`src/asfe_pkg.sv`:
```
/*
 * Constants shared by the asynchronous serial frame engine: register
 * offsets, field positions, encodings, reset values and tick counts.
 * Assumes a 16-bit register port with word offsets in steps of four.
 */
package asfe_pkg;
	// Register port widths
	localparam int ADDR_W = 5;
	localparam int DATA_W = 16;
	localparam int DIV_W = 8;
	// Register offsets
	localparam logic [4:0] ADDR_MODE = 5'h00;
	localparam logic [4:0] ADDR_DIV = 5'h04;
	localparam logic [4:0] ADDR_CTRL = 5'h08;
	localparam logic [4:0] ADDR_STAT = 5'h0C;
	localparam logic [4:0] ADDR_TXBUF = 5'h10;
	localparam logic [4:0] ADDR_RXBUF = 5'h14;
	// Mode register fields
	localparam int MODE_SMD_LSB = 0;
	localparam int MODE_CKS_LSB = 3;
	localparam int MODE_STOP2 = 5;
	localparam int MODE_PAR_EN = 6;
	localparam int MODE_PAR_ODD = 7;
	// Control register fields
	localparam int CTRL_TE = 0;
	localparam int CTRL_RE = 1;
	// Status register fields
	localparam int STAT_TXB_EMPTY = 0;
	localparam int STAT_TX_IDLE = 1;
	localparam int STAT_RX_FULL = 2;
	localparam int STAT_OER = 3;
	localparam int STAT_FER = 4;
	localparam int STAT_PER = 5;
	localparam int STAT_SUM = 6;
	// Receive buffer error fields
	localparam int RXB_OER = 12;
	localparam int RXB_FER = 13;
	localparam int RXB_PER = 14;
	localparam int RXB_SUM = 15;
	// Mode select encodings
	localparam logic [2:0] SMD_OFF = 3'h0;
	localparam logic [2:0] SMD_7 = 3'h4;
	localparam logic [2:0] SMD_8 = 3'h5;
	localparam logic [2:0] SMD_9 = 3'h6;
	localparam logic [3:0] CHAR_7 = 4'h7;
	localparam logic [3:0] CHAR_8 = 4'h8;
	localparam logic [3:0] CHAR_9 = 4'h9;
	// Count source encodings and prescaler
	localparam logic [1:0] CKS_F1 = 2'h0;
	localparam logic [1:0] CKS_F8 = 2'h1;
	localparam logic [1:0] CKS_F32 = 2'h2;
	localparam logic [1:0] CKS_EXT = 2'h3;
	localparam int PRE_W = 5;
	localparam logic [2:0] PRE8_LAST = 3'h7;
	localparam logic [4:0] PRE32_LAST = 5'h1F;
	// Bit timing in generator ticks, sixteen per bit
	localparam logic [3:0] TICK_LAST = 4'hF;
	localparam logic [3:0] TICK_MID = 4'h7;
	localparam int FRAME_W = 13;
	// Reset values
	localparam logic [7:0] MODE_RST = 8'h00;
	localparam logic [7:0] DIV_RST = 8'h00;
endpackage : asfe_pkg

```
`src/asfe_rate_gen.sv`:
```
/*
 * Bit rate divider: picks the count source, divides it by the programmed
 * value plus one and gives one-cycle ticks at sixteen times the bit rate.
 * Assumes the external clock pin is synchronous to ref_clk.
 */
`timescale 1ns/1ps
module asfe_rate_gen #(
	parameter int DIV_W = asfe_pkg::DIV_W
) (
	// Clock and reset
	input wire logic ref_clk,
	input wire logic nrst,
	// Configuration
	input wire logic en,
	input wire logic [1:0] src_sel,
	input wire logic [DIV_W-1:0] div_val,
	// External count source pin
	input wire logic clk_in,
	// Sixteen-per-bit tick
	output logic tick
);
	typedef struct packed {
		logic [asfe_pkg::PRE_W-1:0] pre;
		logic [DIV_W-1:0] cnt;
		logic ext_q;
		logic tick;
	} asfe_rg_state_t;

	asfe_rg_state_t c;
	asfe_rg_state_t n;

	// Refuse divider widths the count logic cannot serve
	if (DIV_W < 1 || DIV_W > 16) begin : g_chk
		$error("asfe_rate_gen: DIV_W out of range");
	end

	// Source select, prescaler and reload divider
	always_comb begin
		logic src;
		src = 1'b0;
		n = c;
		n.tick = 1'b0;
		n.ext_q = clk_in;
		n.pre = c.pre + 1'b1;
		case (src_sel)
			asfe_pkg::CKS_F1: src = 1'b1;
			asfe_pkg::CKS_F8: src = (c.pre[2:0] == asfe_pkg::PRE8_LAST);
			asfe_pkg::CKS_F32: src = (c.pre == asfe_pkg::PRE32_LAST);
			default: src = clk_in && !c.ext_q;
		endcase
		if (!en) begin
			n.cnt = div_val;
			n.pre = '0;
		end else if (src) begin
			if (c.cnt == '0) begin
				n.cnt = div_val;
				n.tick = 1'b1;
			end else begin
				n.cnt = c.cnt - 1'b1;
			end
		end
	end

	// State register
	always_ff @(posedge ref_clk or negedge nrst) begin
		if (!nrst) begin
			c <= '0;
		end else begin
			c <= n;
		end
	end

	assign tick = c.tick;
endmodule : asfe_rate_gen

```
`src/asfe_top.sv`:
```
/*
 * Asynchronous serial frame engine: register port, transmitter and
 * receiver with 7/8/9 data bits, optional parity, one or two stop bits.
 * Assumes rxd and clk_in are synchronous to ref_clk and rxd idles high.
 */
`timescale 1ns/1ps
module asfe_top (
	// Clock and reset
	input wire logic ref_clk,
	input wire logic nrst,
	// Register port
	input wire logic [asfe_pkg::ADDR_W-1:0] addr,
	input wire logic [asfe_pkg::DATA_W-1:0] wdata,
	input wire logic wr,
	input wire logic rd,
	output logic [asfe_pkg::DATA_W-1:0] rdata,
	// Serial pins
	input wire logic rxd,
	input wire logic clk_in,
	output logic txd,
	// Receive event
	output logic rx_req
);
	typedef enum logic {TX_IDLE, TX_SEND} asfe_tx_state_t;
	typedef enum logic [1:0] {RX_IDLE, RX_START, RX_BITS} asfe_rx_state_t;

	typedef struct packed {
		logic [2:0] smd;
		logic [1:0] cks;
		logic stop2;
		logic par_en;
		logic par_odd;
		logic [7:0] div;
		logic te;
		logic re;
		logic [8:0] txbuf;
		logic txbuf_full;
		asfe_tx_state_t tx_st;
		logic [3:0] tx_tick;
		logic [3:0] tx_bit;
		logic [asfe_pkg::FRAME_W-1:0] tx_sh;
		logic txd;
		asfe_rx_state_t rx_st;
		logic rxd_q;
		logic [3:0] rx_tick;
		logic [3:0] rx_bit;
		logic [8:0] rx_sh;
		logic rx_par;
		logic rx_ferr;
		logic rx_ovr;
		logic [8:0] rxbuf;
		logic rx_full;
		logic oer;
		logic fer;
		logic per;
		logic rx_req;
		logic [asfe_pkg::DATA_W-1:0] rdata;
	} asfe_state_t;

	asfe_state_t c;
	asfe_state_t n;
	logic tick;
	logic rx_xfer;
	logic gen_en;

	function automatic logic asfe_mode_on(input logic [2:0] smd);
		return smd == asfe_pkg::SMD_7 || smd == asfe_pkg::SMD_8 ||
			smd == asfe_pkg::SMD_9;
	endfunction : asfe_mode_on

	function automatic logic [3:0] asfe_char_len(input logic [2:0] smd);
		case (smd)
			asfe_pkg::SMD_7: return asfe_pkg::CHAR_7;
			asfe_pkg::SMD_9: return asfe_pkg::CHAR_9;
			default: return asfe_pkg::CHAR_8;
		endcase
	endfunction : asfe_char_len

	// Whole frame, start bit in bit 0, unused high bits stay high
	function automatic logic [asfe_pkg::FRAME_W-1:0] asfe_build_frame(
		input logic [8:0] d, input logic [3:0] clen,
		input logic pe, input logic podd);
		logic [asfe_pkg::FRAME_W-1:0] f;
		logic p;
		f = '1;
		p = podd;
		f[0] = 1'b0;
		for (int i = 0; i < 9; i++) begin
			if (i < int'(clen)) begin
				f[i + 1] = d[i];
				p = p ^ d[i];
			end
		end
		if (pe) begin
			f[int'(clen) + 1] = p;
		end
		return f;
	endfunction : asfe_build_frame

	assign gen_en = asfe_mode_on(c.smd);

	asfe_rate_gen #(
		.DIV_W(asfe_pkg::DIV_W)
	) u_rate (
		.ref_clk(ref_clk),
		.nrst(nrst),
		.en(gen_en),
		.src_sel(c.cks),
		.div_val(c.div),
		.clk_in(clk_in),
		.tick(tick)
	);

	// Next state: transmitter, bus access, receiver, disables
	always_comb begin
		logic [3:0] clen;
		logic [3:0] tx_last;
		logic [3:0] rx_last;
		logic rx_on;
		clen = asfe_char_len(c.smd);
		tx_last = clen + {3'h0, c.par_en} + 4'h1 + {3'h0, c.stop2};
		rx_last = clen + {3'h0, c.par_en} + {3'h0, c.stop2};
		rx_on = 1'b0;
		n = c;
		n.rx_req = 1'b0;
		n.rdata = '0;
		n.rxd_q = rxd;
		rx_xfer = 1'b0;

		case (c.tx_st)
			TX_IDLE: begin
				if (c.te && c.txbuf_full) begin
					n.tx_sh = asfe_build_frame(c.txbuf, clen,
						c.par_en, c.par_odd);
					n.txbuf_full = 1'b0;
					n.tx_tick = 4'h0;
					n.tx_bit = 4'h0;
					n.tx_st = TX_SEND;
				end
			end
			TX_SEND: begin
				if (tick) begin
					n.tx_tick = c.tx_tick + 4'h1;
					if (c.tx_tick == asfe_pkg::TICK_LAST) begin
						n.tx_sh = {1'b1, c.tx_sh[asfe_pkg::FRAME_W-1:1]};
						n.tx_bit = c.tx_bit + 4'h1;
						if (c.tx_bit == tx_last) begin
							n.tx_st = TX_IDLE;
						end
					end
				end
			end
			default: n.tx_st = TX_IDLE;
		endcase

		// Register writes
		if (wr) begin
			case (addr)
				asfe_pkg::ADDR_MODE: begin
					n.smd = wdata[asfe_pkg::MODE_SMD_LSB +: 3];
					n.cks = wdata[asfe_pkg::MODE_CKS_LSB +: 2];
					n.stop2 = wdata[asfe_pkg::MODE_STOP2];
					n.par_en = wdata[asfe_pkg::MODE_PAR_EN];
					n.par_odd = wdata[asfe_pkg::MODE_PAR_ODD];
				end
				asfe_pkg::ADDR_DIV: n.div = wdata[7:0];
				asfe_pkg::ADDR_CTRL: begin
					n.te = wdata[asfe_pkg::CTRL_TE];
					n.re = wdata[asfe_pkg::CTRL_RE];
				end
				asfe_pkg::ADDR_TXBUF: begin
					n.txbuf = wdata[8:0];
					n.txbuf_full = 1'b1;
				end
				default: ;
			endcase
		end

		// Register reads, data valid the next cycle
		if (rd) begin
			case (addr)
				asfe_pkg::ADDR_MODE: begin
					n.rdata[asfe_pkg::MODE_SMD_LSB +: 3] = c.smd;
					n.rdata[asfe_pkg::MODE_CKS_LSB +: 2] = c.cks;
					n.rdata[asfe_pkg::MODE_STOP2] = c.stop2;
					n.rdata[asfe_pkg::MODE_PAR_EN] = c.par_en;
					n.rdata[asfe_pkg::MODE_PAR_ODD] = c.par_odd;
				end
				asfe_pkg::ADDR_DIV: n.rdata[7:0] = c.div;
				asfe_pkg::ADDR_CTRL: begin
					n.rdata[asfe_pkg::CTRL_TE] = c.te;
					n.rdata[asfe_pkg::CTRL_RE] = c.re;
				end
				asfe_pkg::ADDR_STAT: begin
					n.rdata[asfe_pkg::STAT_TXB_EMPTY] = !c.txbuf_full;
					n.rdata[asfe_pkg::STAT_TX_IDLE] = c.tx_st == TX_IDLE;
					n.rdata[asfe_pkg::STAT_RX_FULL] = c.rx_full;
					n.rdata[asfe_pkg::STAT_OER] = c.oer;
					n.rdata[asfe_pkg::STAT_FER] = c.fer;
					n.rdata[asfe_pkg::STAT_PER] = c.per;
					n.rdata[asfe_pkg::STAT_SUM] = c.oer | c.fer | c.per;
				end
				asfe_pkg::ADDR_RXBUF: begin
					n.rdata[8:0] = c.rxbuf;
					n.rdata[asfe_pkg::RXB_OER] = c.oer;
					n.rdata[asfe_pkg::RXB_FER] = c.fer;
					n.rdata[asfe_pkg::RXB_PER] = c.per;
					// sum clears only with all flags
					n.rdata[asfe_pkg::RXB_SUM] = c.oer | c.fer | c.per;
					n.rx_full = 1'b0;
					n.fer = 1'b0;
					n.per = 1'b0;
				end
				default: ;
			endcase
		end

		// Receiver, applied after the bus so a transfer wins over a clear
		case (c.rx_st)
			RX_IDLE: begin
				if (c.rxd_q && !rxd) begin
					n.rx_tick = 4'h0;
					n.rx_st = RX_START;
				end
			end
			RX_START: begin
				if (tick) begin
					n.rx_tick = c.rx_tick + 4'h1;
					if (c.rx_tick == asfe_pkg::TICK_MID) begin
						// start must still be low mid-bit
						n.rx_st = rxd ? RX_IDLE : RX_BITS;
						n.rx_tick = 4'h0;
						n.rx_bit = 4'h0;
						n.rx_sh = '0;
						n.rx_par = 1'b0;
						n.rx_ferr = 1'b0;
						n.rx_ovr = 1'b0;
					end
				end
			end
			RX_BITS: begin
				if (tick) begin
					n.rx_tick = c.rx_tick + 4'h1;
					if (c.rx_tick == asfe_pkg::TICK_LAST) begin
						n.rx_bit = c.rx_bit + 4'h1;
						if (c.rx_bit < clen) begin
							n.rx_sh[c.rx_bit] = rxd;
							n.rx_par = c.rx_par ^ rxd;
						end else if (c.par_en && c.rx_bit == clen) begin
							n.rx_par = c.rx_par ^ rxd;
						end else if (!rxd) begin
							n.rx_ferr = 1'b1;
						end
						if (c.rx_bit == rx_last - 4'h1 && c.rx_full) begin
							n.rx_ovr = 1'b1;
						end
						if (c.rx_bit == rx_last) begin
							rx_xfer = 1'b1;
							n.rxbuf = n.rx_sh;
							n.oer = c.oer | n.rx_ovr;
							n.fer = n.rx_ferr;
							n.per = c.par_en && (n.rx_par != c.par_odd);
							n.rx_full = 1'b1;
							n.rx_req = !n.rx_ovr;
							n.rx_st = RX_IDLE;
						end
					end
				end
			end
			default: n.rx_st = RX_IDLE;
		endcase

		if (!asfe_mode_on(n.smd)) begin
			n.tx_st = TX_IDLE;
			n.txbuf_full = 1'b0;
		end
		// mode off or receive off clears errors
		rx_on = n.re && asfe_mode_on(n.smd);
		if (!rx_on) begin
			n.rx_st = RX_IDLE;
			n.rx_full = 1'b0;
			n.oer = 1'b0;
			n.fer = 1'b0;
			n.per = 1'b0;
		end
		n.txd = (n.tx_st == TX_SEND) ? n.tx_sh[0] : 1'b1;
	end

	// State register
	always_ff @(posedge ref_clk or negedge nrst) begin
		if (!nrst) begin
			c <= '0;
			c.smd <= asfe_pkg::MODE_RST[2:0];
			c.div <= asfe_pkg::DIV_RST;
			c.txd <= 1'b1;
			c.rxd_q <= 1'b1;
		end else begin
			c <= n;
		end
	end

	// Outputs straight from flip-flops
	assign txd = c.txd;
	assign rdata = c.rdata;
	assign rx_req = c.rx_req;
endmodule : asfe_top

```
`config.mk`:
```
export PLATFORM = sky130hd
export DESIGN_NAME = asfe_top
export DESIGN_NICKNAME = d
export VERILOG_FILES = /design/src/asfe_pkg.sv /design/src/asfe_rate_gen.sv /design/src/asfe_top.sv
export SDC_FILE = /design/constraint.sdc
export NUM_CORES = 1
export LEC_CHECK = 0
export BUFFER_PORTS_ARGS = -buffer_cell sky130_fd_sc_hd__buf_2
export CELL_PAD_IN_SITES_DETAIL_PLACEMENT = 0
export CELL_PAD_IN_SITES_GLOBAL_PLACEMENT = 1
export CORE_MARGIN = 2
export CORE_UTILIZATION = 48
export DETAILED_ROUTE_END_ITERATION = 8
export GPL_TIMING_DRIVEN = 0
export MAX_ROUTING_LAYER = met4
export PLACE_DENSITY_LB_ADDON = 0.1
export SLEW_MARGIN = 20
export SYNTH_ARGS = -nofsm -noshare
export SYNTH_HDL_FRONTEND = slang
export SYNTH_SLANG_ARGS = --single-unit
export TNS_END_PERCENT = 100
```
`constraint.sdc`:
```
create_clock -name ref_clk -period 3.7 [get_ports ref_clk]
set_input_delay 0 -clock ref_clk [delete_from_list [all_inputs] [get_ports ref_clk]]
set_output_delay 0 -clock ref_clk [all_outputs]
set_load 0.01 [all_outputs]
```
==> results.md, run 1 <==
- Outcome: completed
- CTS max path bufs: 2
- N_diodes: 0
- Dpl cells: 823
- Highest net fanout along the worst path: 10
- Remaining DRCs: 0
- Worst slew margin: 35.27%
- Worst R2R Path Depth: 10
- Drt via density: 5.384
- Seq. cell area: 2905 um2
- Count leader, synth: dfrtp_1
- Clk_skew: 0.008311 ns
- Seq cells post-synth: 116
- DRT Pass-1 Iters: 5
- Synthesized area: 6143 um2
- Avg Cell Area, Syn: 10.01 um2
- Final instance area: 7351 um2
- Antenna violations before repair: 0
- Worst Path Class, Setup: flop to flop
- Slew Limit Fails: 0
- Clock buffer count from CTS: 17
- Post-synth top area cell: dfrtp_1
- CTS root buffer: clkbuf_16
- Max Freq: 297.7 MHz
- Final period utilization: 90.78%
- Top_reg_cell synth: dfrtp_1
- Number of enable flip-flop cells after synthesis: 0
- Area share of fa/ha/maj cells after synthesis: 5.092%
- Die H: 117.1 um
- Final Non-Filler Cells: 870
- Largest net degree at the start of global routing: 78
- Worst Hold Class: input port to async pin
- Vias in the first global route: 4569
- Fraction of registers with async set or reset after synthesis: 100.0%
- HPWL after DPL: 10240 um
- Final wirelength: 14190 um
- Clk_lat worst skew: 0.42 ns
- Gpl congestion: 0.9013
- CTS Sinks: 116
- First DRT Iteration DRCs: 329
- Core region area: 12570 um2
- Layout fillers: 1104
- Ports: 45
- CP Capture Type: flop
- Synth cell count leaders: 114 x dfrtp_1, 77 x nand2_1, 43 x o21ai_0, 34 x mux2_2, 31 x a21oi_1
- Top cells by area, synth: dfrtp_1 46%, mux2_2 6.2%, ha_1 5.1%
- Synth Area in XOR/XNOR: 4.297%
- Power per cell area: 537.7 nW/um2
- Row cnt: 41
- Fin nets: 737
- WP data arrival: 3.70 ns
- ANT nets after route: 0
- Max-cap violations: 0
- Compound-Gate Fraction of Synth Area: 12.93%
- Area after DPL: 6570 um2
- Post-synthesis simple-gate area fraction: 16.80%
- CTS tree: yes
- Syn. warnings: 0
- Synth unique cells: 59
- Initial Utilization: 48.88%
- R2R Path Start: c[103]
- H-tree levels: 4
- Final TNS setup: 0 ns
- Multi-input logic area: 2950 um2
- Die Footprint: 13720 um2
- Post-Synthesis Cells: 614
- Register area share after synthesis: 47.29%
- Drt wl/cell: 16.30 um
- Vias after detailed routing: 4684
- R2R setup slack: 0.34 ns
- Synthesis-to-finish area growth: 19.65%
- Final core occ: 58.49%
- CP startpoint kind: flop
- Unrepaired setup endpoints after global routing: false
- Final Hold Fails: 0
- Synth top area share: 46.44%
- Clock transition at the registers of the reported paths: 0.05 ns
- Overflow after GRT: 0
- Min Clock Period, post-route: 3.359 ns
- Setup bufs post-CTS: 0
- Mux contribution to synthesized area: 8.676%
- Leakage power: 3.521 nW
- Worst Path Required: 4.04 ns
- Pin slew with the least headroom to its limit: 0.9635 ns
- Worst reg2reg endpoint: c[17]
- Setup Viol. Count Final: 0
- Global-route wire length before repair: 23000 um
- GRT Util Overall: 23.00%
- Port Buffer Count: 34
- Proportion of layout cells with a drive suffix above 1: 18.48%
- Largest family of logic cells by synthesized area: simple AND/OR/NAND/NOR gates
- Peak supply drop: 0.0003739 V
- Chip Width: 117.1 um
sequential cells by signal (all words and copies together) (netlist names):
name / count
txd: 1
c: 86
rx_req: 1
u_rate.tick: 1
u_rate.c: 14
rdata: 13
layout make-up:
class / instances / share of cell area [%]
Multi-Input combinational cell: 439 / 40.14
Sequential cell: 116 / 39.52
Clock buffer: 23 / 6.502
Timing Repair Buffer: 50 / 4.817
Tap cell: 172 / 2.928
Buffer: 33 / 2.621
Clock inverter: 9 / 2.043
Inverter: 28 / 1.430
stage by stage:
step	power [mW]	setup WS, ns	hold WS [ns]
2_1_floorplan	2.012	0.7529	-0.2956
3_5_place_dp	2.209	0.2467	-0.05955
5_1_grt	4.143	0.02968	0.1002
3_3_place_gp	2.184	0.2345	0.1232
6_report	3.953	0.3411	0.05758
4_1_cts	3.977	0.2439	0.06355
worst max-delay path, cell delays in order, from the launching register on:
cell and delay (ns):
dfrtp_1 0.51, nor2b_1 0.42, ha_1 0.33, ha_1 0.25, ha_1 0.34, xor2_1 0.17, nor3_1 0.23, or3b_1 0.36
buf_2 0.17, or3b_1 0.36, a21oi_1 0.15
cell families after synthesis:
kind of cell / after synthesis
XOR/XNOR: 27
AND/OR/NAND/NOR: 205
flip-flops: 116
multiplexers: 49
buffers and inverters: 61
AO/OA/AOI/OAI: 130
other: 1
adder cells (fa/ha/maj): 25
repair_timing:
item / in CTS / in global routing
hold buffers: 15 / 0
setup endpoints to repair: 0 / 10
gates resized for setup: 0 / 1
endpoints found under the hold margin: 154 / 0
cell usage in the layout, fill, tap and decap left out, types with 25 or more instances in the layout:
| cell type | instances |
|---|---|
| a21oi_1 | 31 |
| buf_2 | 34 |
| dfrtp_1 | 114 |
| ha_1 | 25 |
| inv_1 | 28 |
| mux2_2 | 34 |
| nand2_1 | 77 |
| nand3_1 | 26 |
| nor2_1 | 26 |
| o21ai_0 | 43 |
where the power goes:
group	internal, mW	leakage (nW)	switching [mW]
logic	0.333	1.75	0.376
registers	1.38	1.47	0.119
clock network	1.18	0.303	0.570
per-layer routing:
| metal | vias to the layer above | part of all wire [%] | track usage [%] |
|---|---|---|---|
| met5 | - | 0 | - |
| li1 | 2296 | - | - |
| met2 | 89 | 49 | 36.18 |
| met3 | 16 | 3.3 | 5.561 |
| met4 | 0 | 1.4 | 6.980 |
| met1 | 2283 | 46 | 29.67 |
worst max-delay path by stage:
stage,slack [ns],cells after the start,start,endpoint
6_report,0.34,10,c[103],c[17]
5_1_grt,0.03,11,c[103],c[28]
4_1_cts,0.24,10,c[103],c[17]
3_5_place_dp,0.25,10,c[103],c[17]
3_3_place_gp,0.23,10,c[103],c[17]
2_1_floorplan,0.75,10,c[103],c[17]
No activity file was read; power rests on OpenSTA's default activity.
==> inputs of run 2 (changes only) <==
--- a/config.mk
+++ b/config.mk
@@ -6,7 +6,7 @@
 export NUM_CORES = 1
 export LEC_CHECK = 0
 export BUFFER_PORTS_ARGS = -buffer_cell sky130_fd_sc_hd__buf_2
-export CELL_PAD_IN_SITES_DETAIL_PLACEMENT = 0
+export CELL_PAD_IN_SITES_DETAIL_PLACEMENT = 1
 export CELL_PAD_IN_SITES_GLOBAL_PLACEMENT = 1
 export CORE_MARGIN = 2
 export CORE_UTILIZATION = 48
==> run 2 against run 1 <==
Net effect: flip-flop and latch count unchanged; cell area down 1.3%; core utilization down 0.74 points; via count up 2.9%; die area unchanged; register-to-register slack about the same; worst hold slack better by 0.012 ns; sequential power about the same; fmax down 0.43%; highest routed layer unchanged.
==> results.md, run 2 (same netlist as run 1, synthesis figures left out) <==
- Clock power frac: 40.0% (-4.1 points)
- Core region area: 12570 um2 (unchanged)
- CP startpoint kind: flop
- Seq. cell area: 2905 um2 (unchanged)
- CTS root buffer: clkbuf_16
- Remaining DRCs: 0 (unchanged)
- WP data arrival: 3.71 ns (about the same)
- Final Hold Fails: 0 (unchanged)
- Proportion of layout cells with a drive suffix above 1: 18.79% (+0.31 points)
- Switching pwr: 1.121 mW (+5.3%)
- Initial Utilization: 48.88% (unchanged)
- Ports: 45 (unchanged)
- Drt wl/cell: 18.68 um (+15%)
- CP cell instances: nor2b_2 -> ha_1 -> ha_1 -> ha_1 -> xor2_1 -> nor3_1 -> or3b_1 -> buf_2 -> or3b_1 -> a21oi_1
- Max-cap violations: 0 (unchanged)
- Worst Path Class, Setup: flop to flop
- Setup crit end: c[17]
- Synthesis-to-finish area growth: 18.15%
- Clock transition at the registers of the reported paths: 0.05 ns (about the same)
- Min Clock Period, post-route: 3.373 ns (+0.01446 ns)
- Overflow after GRT: 0 (unchanged)
- N_diodes: 0 (unchanged)
- Die Footprint: 13720 um2 (unchanged)
- Sequential Power Share: 40.1% (+2.2 points)
- Slew Limit Fails: 0 (unchanged)
- HPWL after DPL: 11450 um (+12%)
- R2R setup slack: 0.33 ns (about the same)
- Clk_skew: 0.009624 ns (+0.001313 ns)
- Commonest cells after routing, fill and taps aside: 114 x dfrtp_1, 77 x nand2_1, 43 x o21ai_0
- Outcome: completed
- Final core occ: 57.75% (-0.74 points)
- Fin nets: 737 (unchanged)
- Die H: 117.1 um (unchanged)
- CTS Sinks: 116 (unchanged)
- Worst reg2reg endpoint: c[17]
- ANT nets after route: 0 (unchanged)
- Gpl congestion: 0.9013 (unchanged)
- Peak supply drop: 0.0004188 V (+12%)
- Critical path's most frequent cell: ha_1
- Worst Path Required: 4.04 ns (about the same)
- Area after DPL: 6570 um2 (unchanged)
- Largest net degree at the start of global routing: 78 (unchanged)
- Crit path max-delay cell type: dfrtp_1
- Internal: 2.636 mW (-8.7%)
- Setup bufs post-CTS: 0 (unchanged)
- CTS max path bufs: 2 (unchanged)
- First DRT Iteration DRCs: 178 (-46%)
- Dpl cells: 823 (unchanged)
- Comb pwr share: 20.0% (+2.1 points)
- Commonest non-fill, non-tap cell in the layout: dfrtp_1
- Final wirelength: 16240 um (+14%)
- Final period utilization: 91.17% (+0.39 points)
- Max FFs per register: 86 (unchanged)
- Multi-input logic area: 2953 um2 (about the same)
- Worst R2R Path Depth: 10 (unchanged)
- Power per cell area: 517.7 nW/um2 (-3.7%)
- Setup Viol. Count Final: 0 (unchanged)
- CP Capture Type: flop
- Antenna violations before repair: 0 (unchanged)
- Sw Share: 29.83% (+2.9 points)
- Drt via density: 5.548 (+3.0%)
- Worst Hold Class: input port to flop
- R2R Path Start: c[103]
- Chip Width: 117.1 um (unchanged)
- Largest register by flop count: c
- CTS tree: yes
- Final instance area: 7258 um2 (-1.3%)
- Worst slew margin: 34.61% (-0.66 points)
- Row cnt: 41 (unchanged)
- Leakage power: 3.486 nW (-1.0%)
- Critical Path Max Stage Delay: 0.53 ns (+0.02 ns)
- Max Freq: 296.4 MHz (-0.43%)
- Clk_lat worst skew: 0.42 ns (about the same)
- Global-route wire length before repair: 26280 um (+14%)
- Hold Slack: 0.06930 ns (+0.01172 ns)
- DRT Pass-1 Iters: 4 (-1)
- Pin slew with the least headroom to its limit: 0.9733 ns (+0.009810 ns)
- Port Buffer Count: 34 (unchanged)
- Layout fillers: 1402 (+27%)
- GRT Util Overall: 26.25% (+3.3 points)
- Final Non-Filler Cells: 869 (-0.11%)
- Vias in the first global route: 5171 (+13%)
- H-tree levels: 4 (unchanged)
- Highest net fanout along the worst path: 10 (unchanged)
- Critical path startpoint: c[103]
- Clock buffer count from CTS: 17 (unchanged)
- Vias after detailed routing: 4821 (+2.9%)
## run 2: per-stage QoR
step           TNS [ns]  total power [mW]  setup slack (ns)
6_report              0             3.757            0.3266
5_1_grt        -0.01702             3.939          -0.01702
4_1_cts               0             3.774            0.1239
3_5_place_dp          0             2.234            0.1620
3_3_place_gp          0             2.184            0.2345
2_1_floorplan         0             2.012            0.7529
## run 2: routing by layer
layer | global-route usage [%] | wire [um] | vias up
li1 | - | - | 2295
met1 | 30.60 | 7098 | 2452
met2 | 44.93 | 8532 | 53
met5 | - | 0 | -
met3 | 5.819 | 313 | 21
met4 | 9.098 | 293 | 0
## run 2: worst max-delay path, delay by kind of cell (launching register included)
kind | cells | cell delay, ns
AND/OR/NAND/NOR | 4 | 1.37
adder cells (fa/ha/maj) | 3 | 0.91
flip-flops | 1 | 0.53
XOR/XNOR | 1 | 0.18
buffers and inverters | 1 | 0.17
AO/OA/AOI/OAI | 1 | 0.14
## run 2: how the worst min path moves through the flow
stage	startpoint	to	slack [ns]	depth (start not counted)
floorplan	nrst	c[100]	-0.30	0
global placement	clk_in	u_rate.c[1]	0.12	1
detailed placement	nrst	c[73]	-0.06	1
CTS	nrst	c[73]	0.07	2
global route	addr[1]	rdata[15]	0.11	4
finish	addr[3]	rdata[15]	0.07	4
## run 2: what timing repair did
action / 4_1_cts / 5_1_grt
endpoints found under the hold margin: 154 / 0
hold buffers: 15 / 0
resized for setup: 0 / 2
setup endpoints to repair: 0 / 14
## run 2: layout make-up
cell class              count  area share [%]
clock inverters            12           1.241
flip-flops and latches    116           40.03
repair buffers             50           4.878
clock buffers              19           6.102
inverters                  28           1.448
well taps                 172           2.965
multi-input cells         439           40.68
plain buffers              33           2.655
## run 2: power by group through the flow
stage                     Clock (mW)  Sequential, mW  Combinational (mW)
after global routing            1.58            1.52               0.839
after floorplan                    0            1.48               0.537
after detailed placement           0            1.52               0.713
after CTS                       1.52            1.50               0.750
after global placement             0            1.51               0.672
final                           1.50            1.50               0.751
